File: src/logic/eodr_pkg.sv
/*
  Shared constants and types of the end-of-discharge detector.
  Assumes every user of it names items as eodr_pkg::name.
*/
package eodr_pkg;
  localparam int NCOL = 8;
  localparam int NROW = 8;
  localparam int TBL_AW = 6;
  // threshold decode: millivolts = base + step * code
  localparam logic [15:0] EOD_MV_BASE = 16'h0a8c;
  localparam logic [15:0] EOD_MV_STEP = 16'h0004;
  // residual codes: this value means 100 %
  localparam logic [15:0] RESIDUAL_FULL = 16'h00ff;
  localparam logic [15:0] RSOC_FULL = 16'h0064;
  localparam logic [7:0] MAX_ERROR_CAP = 8'h64;
  // temperature code = (celsius*10+200)/4, so degrees = codes*4/10
  localparam logic [11:0] TCODE_NUM = 12'h004;
  localparam logic [11:0] TCODE_DEN = 12'h00a;
  // status word bit positions
  localparam int BIT_DISCHARGE_END = 11;
  localparam int BIT_LOW_CHARGE = 9;
  localparam int BIT_LOW_RUNTIME = 8;
  localparam int BIT_FULLY_CHARGED = 5;
  // reset value and minimum confirmation count
  localparam logic [15:0] LFC_RESET = 16'h0fa0;
  localparam logic [7:0] CONFIRM_MIN = 8'h01;

  typedef enum logic [2:0] {
    ST_WATCH = 3'b001,
    ST_COUNT = 3'b010,
    ST_ENDED = 3'b100
  } eodr_state_t;
endpackage

File: src/logic/eodr_tbl_if.sv
/*
  Carrier between the detector and its threshold table memory.
  Assumes both ends run on the detector clock.
*/
`timescale 1ns/1ps
interface eodr_tbl_if;
  logic wr_en;
  logic [eodr_pkg::TBL_AW-1:0] wr_addr;
  logic [7:0] wr_data;
  logic [eodr_pkg::TBL_AW-1:0] rd_addr;
  logic [7:0] rd_data;
  modport ctl (output wr_en, output wr_addr, output wr_data,
               output rd_addr, input rd_data);
  modport mem (input wr_en, input wr_addr, input wr_data,
               input rd_addr, output rd_data);
endinterface

File: src/logic/eodr_tbl_mem.sv
/*
  64-entry byte table of end-of-discharge voltage codes.
  Assumes loading by the owner before use; read data is registered.
*/
`timescale 1ns/1ps
module eodr_tbl_mem (
  input wire logic mclk,
  input wire logic rst_n,
  eodr_tbl_if.mem tbl
);
  logic [7:0] mem [0:(1<<eodr_pkg::TBL_AW)-1];

  always_ff @(posedge mclk) begin
    if (tbl.wr_en) begin
      mem[tbl.wr_addr] <= tbl.wr_data;
    end
  end

  always_ff @(posedge mclk or negedge rst_n) begin
    if (!rst_n) begin
      tbl.rd_data <= 8'h00;
    end else begin
      tbl.rd_data <= mem[tbl.rd_addr];
    end
  end
endmodule

File: src/logic/eodr_detect.sv
/*
  End-of-discharge detection, capacity relearn and temperature
  compensation of remaining capacity, updated once per measurement.
  Assumes all data inputs come from logic on mclk and change only
  around the meas_strobe pulse; tables are loaded before gauging.
*/
`timescale 1ns/1ps
module eodr_detect (
  input wire logic mclk,
  input wire logic arst_n,
  input wire logic meas_strobe,
  input wire logic [15:0] cell_mv,
  input wire logic [7:0] temp_code,
  input wire logic signed [7:0] temp_deg,
  input wire logic [7:0] rate_code,
  input wire logic [15:0] discharge_mah,
  input wire logic [15:0] charge_mah,
  input wire logic [7:0] error_inc,
  input wire logic fully_charged_event,
  input wire logic [6:0] clear_full_rsoc,
  input wire logic [63:0] temp_boundary_codes,
  input wire logic [63:0] rate_boundary_codes,
  input wire logic [63:0] residual_capacity_codes,
  input wire logic [7:0] eod_confirm_periods,
  input wire logic [7:0] relearn_rate_limit,
  input wire logic [15:0] cap_alarm_level,
  input wire logic [15:0] runtime_min,
  input wire logic [15:0] time_alarm_level,
  input wire logic tbl_wr_en,
  input wire logic [5:0] tbl_wr_addr,
  input wire logic [7:0] tbl_wr_data,
  output logic [15:0] eod_threshold_mv,
  output logic [15:0] battery_status,
  output logic alarm_warning,
  output logic [7:0] max_error,
  output logic [15:0] learned_full_charge,
  output logic [15:0] full_charge_capacity,
  output logic [15:0] remaining_capacity,
  output logic [6:0] rsoc
);
  logic [1:0] rst_q;
  logic rst_n;
  eodr_tbl_if tbl ();
  eodr_pkg::eodr_state_t state;
  logic [7:0] t_above, r_above;
  logic [2:0] col, row, col_cold;
  logic [7:0] res_cur, res_cold, tdiff, dres;
  logic [11:0] span_deg;
  logic [15:0] comp, res_cap, usable, relearn_val;
  logic [15:0] debt, next_debt, next_rm, used_since_full;
  logic [16:0] sub;
  logic [7:0] cnt;
  logic signed [7:0] last_deg;
  logic cooling, warming, below, eod_event, partial_charge;
  logic relearn_armed, fully_charged, discharge_end;
  logic low_charge, low_runtime;

  always_ff @(posedge mclk or negedge arst_n) begin
    if (!arst_n) begin
      rst_q <= 2'b00;
    end else begin
      rst_q <= {rst_q[0], 1'b1};
    end
  end
  assign rst_n = rst_q[1];

  // boundary compares, one per temperature band and one per rate band
  genvar gi;
  for (gi = 0; gi < eodr_pkg::NCOL; gi++) begin : g_bound
    assign t_above[gi] = temp_boundary_codes[8*gi +: 8] > temp_code;
    assign r_above[gi] = rate_boundary_codes[8*gi +: 8] > rate_code;
  end

  always_comb begin
    col = 3'(eodr_pkg::NCOL - 1);
    row = 3'(eodr_pkg::NROW - 1);
    for (int k = eodr_pkg::NCOL - 1; k >= 0; k--) begin
      if (t_above[k]) begin
        col = 3'(k);
      end
      if (r_above[k]) begin
        row = 3'(k);
      end
    end
  end

  // one row per rate band, one column per temperature band
  assign tbl.rd_addr = {row, col};
  assign tbl.wr_en = tbl_wr_en;
  assign tbl.wr_addr = tbl_wr_addr;
  assign tbl.wr_data = tbl_wr_data;

  eodr_tbl_mem u_tbl (
    .mclk(mclk),
    .rst_n(rst_n),
    .tbl(tbl)
  );

  // lookup runs every cycle, so the threshold tracks conditions
  always_ff @(posedge mclk or negedge rst_n) begin
    if (!rst_n) begin
      eod_threshold_mv <= eodr_pkg::EOD_MV_BASE;
    end else begin
      eod_threshold_mv <= eodr_pkg::EOD_MV_BASE
        + 16'({8'h00, tbl.rd_data} * eodr_pkg::EOD_MV_STEP);
    end
  end

  // interpolation across the colder neighbour column
  assign col_cold = (col == 3'h0) ? 3'h0 : col - 3'h1;
  assign res_cur = residual_capacity_codes[8*col +: 8];
  assign res_cold = residual_capacity_codes[8*col_cold +: 8];
  assign dres = (res_cold > res_cur) ? res_cold - res_cur : 8'h00;
  assign tdiff = temp_boundary_codes[8*col +: 8]
    - temp_boundary_codes[8*col_cold +: 8];
  always_comb begin
    span_deg = ({4'h0, tdiff} * eodr_pkg::TCODE_NUM) / eodr_pkg::TCODE_DEN;
    if (span_deg == 12'h000) begin
      span_deg = 12'h001;
    end
  end
  // per-degree share of the residual step between the two columns
  assign comp = 16'(({8'h00, learned_full_charge} * {16'h0000, dres})
    / (32'(eodr_pkg::RESIDUAL_FULL) * {20'h00000, span_deg}));
  assign res_cap = 16'(({8'h00, learned_full_charge} * {16'h0000, res_cur})
    / {16'h0000, eodr_pkg::RESIDUAL_FULL});
  assign usable = learned_full_charge - res_cap;
  assign relearn_val = used_since_full + res_cap;

  assign cooling = meas_strobe && (temp_deg < last_deg);
  assign warming = meas_strobe && (temp_deg > last_deg);

  always_ff @(posedge mclk or negedge rst_n) begin
    if (!rst_n) begin
      last_deg <= 8'sh00;
    end else if (cooling) begin
      last_deg <= last_deg - 8'sh01;
    end else if (warming) begin
      last_deg <= last_deg + 8'sh01;
    end
  end

  // discharge first repays the debt left by warming steps
  always_comb begin
    next_debt = debt;
    sub = {1'b0, discharge_mah};
    if ({1'b0, debt} >= sub) begin
      next_debt = debt - discharge_mah;
      sub = 17'h00000;
    end else begin
      sub = sub - {1'b0, debt};
      next_debt = 16'h0000;
    end
    if (warming) begin
      next_debt = next_debt + comp;
    end
    if (cooling) begin
      sub = sub + {1'b0, comp};
    end
    next_rm = remaining_capacity + charge_mah;
    if (sub > {1'b0, next_rm}) begin
      next_rm = 16'h0000;
    end else begin
      next_rm = next_rm - sub[15:0];
    end
  end

  always_ff @(posedge mclk or negedge rst_n) begin
    if (!rst_n) begin
      remaining_capacity <= 16'h0000;
      debt <= 16'h0000;
    end else if (fully_charged_event) begin
      remaining_capacity <= usable;
      debt <= 16'h0000;
    end else if (meas_strobe) begin
      remaining_capacity <= next_rm;
      debt <= next_debt;
    end
  end

  // percentage of the capacity usable before save-to-disk
  always_ff @(posedge mclk or negedge rst_n) begin
    if (!rst_n) begin
      rsoc <= 7'h00;
    end else if (usable == 16'h0000 || remaining_capacity >= usable) begin
      rsoc <= 7'(eodr_pkg::RSOC_FULL);
    end else begin
      rsoc <= 7'(({16'h0000, remaining_capacity}
        * {16'h0000, eodr_pkg::RSOC_FULL}) / {16'h0000, usable});
    end
  end

  assign below = meas_strobe && (cell_mv < eod_threshold_mv);
  assign eod_event = below && (state != eodr_pkg::ST_ENDED)
    && (cnt + 8'h01 >= eod_confirm_periods);
  assign partial_charge = meas_strobe && (charge_mah != 16'h0000);

  always_ff @(posedge mclk or negedge rst_n) begin
    if (!rst_n) begin
      state <= eodr_pkg::ST_WATCH;
      cnt <= 8'h00;
    end else begin
      case (state)
        eodr_pkg::ST_WATCH, eodr_pkg::ST_COUNT: begin
          if (eod_event) begin
            state <= eodr_pkg::ST_ENDED;
            cnt <= 8'h00;
          end else if (below) begin
            state <= eodr_pkg::ST_COUNT;
            cnt <= cnt + 8'h01;
          end else if (meas_strobe) begin
            // one good reading restarts the confirmation
            state <= eodr_pkg::ST_WATCH;
            cnt <= 8'h00;
          end
        end
        eodr_pkg::ST_ENDED: begin
          if (partial_charge) begin
            state <= eodr_pkg::ST_WATCH;
          end
        end
        default: begin
          state <= eodr_pkg::ST_WATCH;
          cnt <= 8'h00;
        end
      endcase
    end
  end

  always_ff @(posedge mclk or negedge rst_n) begin
    if (!rst_n) begin
      discharge_end <= 1'b0;
      alarm_warning <= 1'b0;
    end else begin
      alarm_warning <= eod_event;
      if (eod_event) begin
        discharge_end <= 1'b1;
      end else if (partial_charge) begin
        discharge_end <= 1'b0;
      end
    end
  end

  // early warnings, independent of the confirmed end point
  always_ff @(posedge mclk or negedge rst_n) begin
    if (!rst_n) begin
      low_charge <= 1'b0;
      low_runtime <= 1'b0;
    end else begin
      low_charge <= remaining_capacity < cap_alarm_level;
      low_runtime <= runtime_min < time_alarm_level;
    end
  end

  // full flag: set wins over the percentage-based clear
  always_ff @(posedge mclk or negedge rst_n) begin
    if (!rst_n) begin
      fully_charged <= 1'b0;
      relearn_armed <= 1'b0;
    end else begin
      if (fully_charged_event) begin
        fully_charged <= 1'b1;
      end else if (rsoc < clear_full_rsoc) begin
        fully_charged <= 1'b0;
      end
      if (fully_charged_event) begin
        relearn_armed <= 1'b1;
      end else if (partial_charge || eod_event) begin
        relearn_armed <= 1'b0;
      end
    end
  end

  always_ff @(posedge mclk or negedge rst_n) begin
    if (!rst_n) begin
      used_since_full <= 16'h0000;
    end else if (fully_charged_event) begin
      used_since_full <= 16'h0000;
    end else if (meas_strobe) begin
      used_since_full <= used_since_full + discharge_mah;
    end
  end

  always_ff @(posedge mclk or negedge rst_n) begin
    if (!rst_n) begin
      learned_full_charge <= eodr_pkg::LFC_RESET;
      full_charge_capacity <= eodr_pkg::LFC_RESET;
    end else if (eod_event && relearn_armed && !partial_charge
                 && rate_code <= relearn_rate_limit) begin
      learned_full_charge <= relearn_val;
      full_charge_capacity <= relearn_val;
    end
  end

  always_ff @(posedge mclk or negedge rst_n) begin
    if (!rst_n) begin
      max_error <= 8'h00;
    end else if (eod_event) begin
      max_error <= 8'h00;
    end else if (meas_strobe) begin
      if ({1'b0, max_error} + {1'b0, error_inc}
          >= {1'b0, eodr_pkg::MAX_ERROR_CAP}) begin
        max_error <= eodr_pkg::MAX_ERROR_CAP;
      end else begin
        max_error <= max_error + error_inc;
      end
    end
  end

  always_comb begin
    battery_status = 16'h0000;
    battery_status[eodr_pkg::BIT_DISCHARGE_END] = discharge_end;
    battery_status[eodr_pkg::BIT_LOW_CHARGE] = low_charge;
    battery_status[eodr_pkg::BIT_LOW_RUNTIME] = low_runtime;
    battery_status[eodr_pkg::BIT_FULLY_CHARGED] = fully_charged;
  end
endmodule

File: config.mk
export PLATFORM = sky130hd
export DESIGN_NAME = eodr_detect
export DESIGN_NICKNAME = d
export VERILOG_FILES = /design/src/logic/eodr_pkg.sv /design/src/logic/eodr_tbl_if.sv /design/src/logic/eodr_tbl_mem.sv /design/src/logic/eodr_detect.sv
export SDC_FILE = /design/constraint.sdc
export NUM_CORES = 2
export LEC_CHECK = 0
export BUFFER_PORTS_ARGS = -buffer_cell sky130_fd_sc_hd__buf_4
export CAP_MARGIN = 20
export CORE_MARGIN = 2
export CORE_UTILIZATION = 25
export DETAILED_ROUTE_END_ITERATION = 10
export MAX_ROUTING_LAYER = met4
export PLACE_DENSITY = 0.35
export SYNTH_ARGS = -nofsm -noshare
export SYNTH_HDL_FRONTEND = slang
export SYNTH_SLANG_ARGS = --single-unit
File: constraint.sdc
create_clock -name mclk -period 6.5 [get_ports mclk]
set_clock_uncertainty 0.15 [all_clocks]
set_input_delay 0.65 -clock mclk [delete_from_list [all_inputs] [get_ports mclk]]
set_output_delay 0.65 -clock mclk [all_outputs]
set_load 0.01 [all_outputs]
==> metrics.cfg <==
[status]
status=finished with violations
violations=negative setup slack

[sta]
slew_violations=0
period_share_pct=1670
setup_viol=55
worstMarginPinSlew_ns=1.08
rsz0062_at_grt=yes
whs_ns=0.0957
finalHoldViolations=0
fmaxAchievable_ghz=0.00923
relSlewSlack_pct=27.5
fin_ws_ns=-101.90
layout_min_cycle_time_ns=108.40
tns_ns=-4105.75

[logic_synthesis]
yosysTopAreaCell=ha_1
synthArstFlopShare_pct=19.4
synth.most_common_cell=ha_1
ys_seq_area_share_pct=17.2
synth_area_um2=107000
synth-seq-cells=635
synthCells=13400
synth_edf_count=512
synth_cell_types=168
synth.area.top_cells=ha_1 (16%), edfxtp_1 (14%), a21oi_1 (5.1%)
netlist.area_leader.share_pct=15.9
avgSynthCellArea_um2=8.01
synth.top_cells.by_count=ha_1 (1360), nand2_1 (1225), nor2_1 (1168)
yosysWarningCount=0
ys.flop_type=edfxtp_1

[setup_path]
worstSetupPathType=input pin to register
cp_slowest_stage_delay_ns=0.59
slowest_stage=or4_4
critPathCaptureType=register
crit_path_start_kind=input pin
crit_fanout=24
cp_data_arrival_time_ns=108.85
worstPathRequired_ns=6.95
cpMostUsedCell=a21o_1

[clock_network]
htree_num_levels=3
clk_root_buffer_cell=clkbuf_16
clock_path_buffers=3
cts_buffers=75
numClockSinks=635
cts_tree=yes
path_clk_slew_ns=0.05
clock_latency_ns=0.73

[floorplan]
std_cell_rows=240
die_w_um=659
die-area_um2=434000
ios=458
die_y_um=659
design.core.area_um2=427000
start_util_pct=25.1

[global_routing]
use_met3_pct=1.45
busiest_layer=met2
grt_usage_pct=22.6
grt_pass1_wl_um=739000
grt_max_degree=95
grt_util_met2_pct=37.6
grt_pass1_vias=120000
met1_usage_pct=30.6
antenna_found_initial=31
grt-ovfl-total=0

[layout]
drive_above_1_share_pct=38.6
nets=20700
final_util_pct=38.6
fin_area_um2=165000
area_growth_pct=53.8

[detailed_routing]
drt_pass1_iterations=6
ant_nets=0
avgRoutedWirePerCell_um=19.9
drc=0
avgViaCountPerCell=4.81
drt_first_iter_violations=6327
route.vias.total=118000
wl_um=489000

[worst_hold_path]
min_path_type=input pin to asynchronous set/reset pin

[placed_design]
place_area_um2=154000
place_congestion=0.893
numPortBuffers=428
dp_hpwl_um=395000

[run]
cap_violations=0

-- per-layer routing --
layer  part of all wire, %  up-vias
met5                     0        -
met3                   2.6      359
met2                    47     1611
li1                      -    59800
met4                   1.7        0
met1                    49    56100
-- cells by family after synthesis --
family | Yosys count | synth area share [%]
AOI/OAI and AO/OA | 3777 | 23.4
DFF | 635 | 17.2
other | 2 | 0.00700
xor gates and xnor gates | 896 | 7.40
buffers and inverters | 1290 | 4.86
muxes | 510 | 5.68
and+or+nand+nor | 4690 | 21.4
adders and majority gates | 1593 | 20.0
-- timing repair --
action,4_1_cts,5_1_grt
gates cloned,17,0
pin swaps,601,329
setup endpoints to repair,55,55
gates resized for setup,557,213
hold buffers,3,0
buffers inserted,488,107
endpoints found under the hold margin,7,0
-- cell usage in the layout (no fill, tap or decap), drive strengths merged, types with 157 or more instances in the layout --
master  netlist  routed
nor2       1171    1171
buf         158    5710
mux2i       229     229
inv         817     818
nand2      1230    1232
nand4       185     185
xor2        316     316
edfxtp      512     512
o21ai       588     588
nor2b       268     268
nand2b      216     216
a21oi      1101    1101
xnor2       578     578
o21bai      159     159
a21o        420     420
ha         1360    1360
o31ai       230     230
nand3       339     339
o21a        445     445
fa          214     214
nor3        580     580
and2        156     157
mux2        227     227
-- metrics by stage --
| step | setup WS, ns | std cells |
|---|---|---|
| after detailed placement | -108.87 | 23800 |
| after global placement | -109.56 | 23700 |
| after floorplan | -108.04 | 13400 |
| final | -101.90 | 24500 |
| after CTS | -102.79 | 24400 |
| after global routing | -108.60 | 24500 |
-- critical path: cells and delay by family --
family	cells	cell delay, ns
fa+ha+maj	41	11.59
mux	13	3.92
simple gates	192	30.15
buf+inv	112	12.52
xor+xnor	16	2.65
compound gates	279	47.06
-- area by class of cell --
cell class / count / area [µm²]
Inverter: 822 / 3100
Multi-Input combinational cell: 11500 / 89800
Clock buffer: 90 / 1960
Sequential cell: 635 / 18500
Clock inverter: 44 / 608
Tap cell: 5687 / 7120
Fill cell: 44500 / 262000
Antenna cell: 5 / 12.5
Timing Repair Buffer: 5721 / 44100
-- path summary, 6_finish.rpt --
check	from	to	slack [ns]	depth (start not counted)
setup / recovery	temp_code[1]	rsoc[0]	-101.90	653
hold / removal	arst_n	rst_q[1]	0.1	2
setup reg to reg	full_charge_capacity[9]	rsoc[0]	-99.58	630
hold reg to reg	rst_q[1]	low_runtime	0.17	0
max in group asynchronous	rst_q[1]	full_charge_capacity[13]	4.73	1
min in group mclk	cap_alarm_level[15]	low_charge	0.10	4
-- flip-flops by register name (all words and copies together) (netlist names), 2 cells and up --
signal and cells:
u_tbl.mem 512, debt 16, full_charge_capacity 16, remaining_capacity 16
used_since_full 16, eod_threshold_mv 9, cnt 8, last_deg 8
max_error 8, u_tbl.tbl.rd_data 8, rsoc 7, state 3
rst_q 2
Power is left out: the tool's default activity adds up to more than one toggle a clock period on the data nets, which glitch-free logic cannot reach.
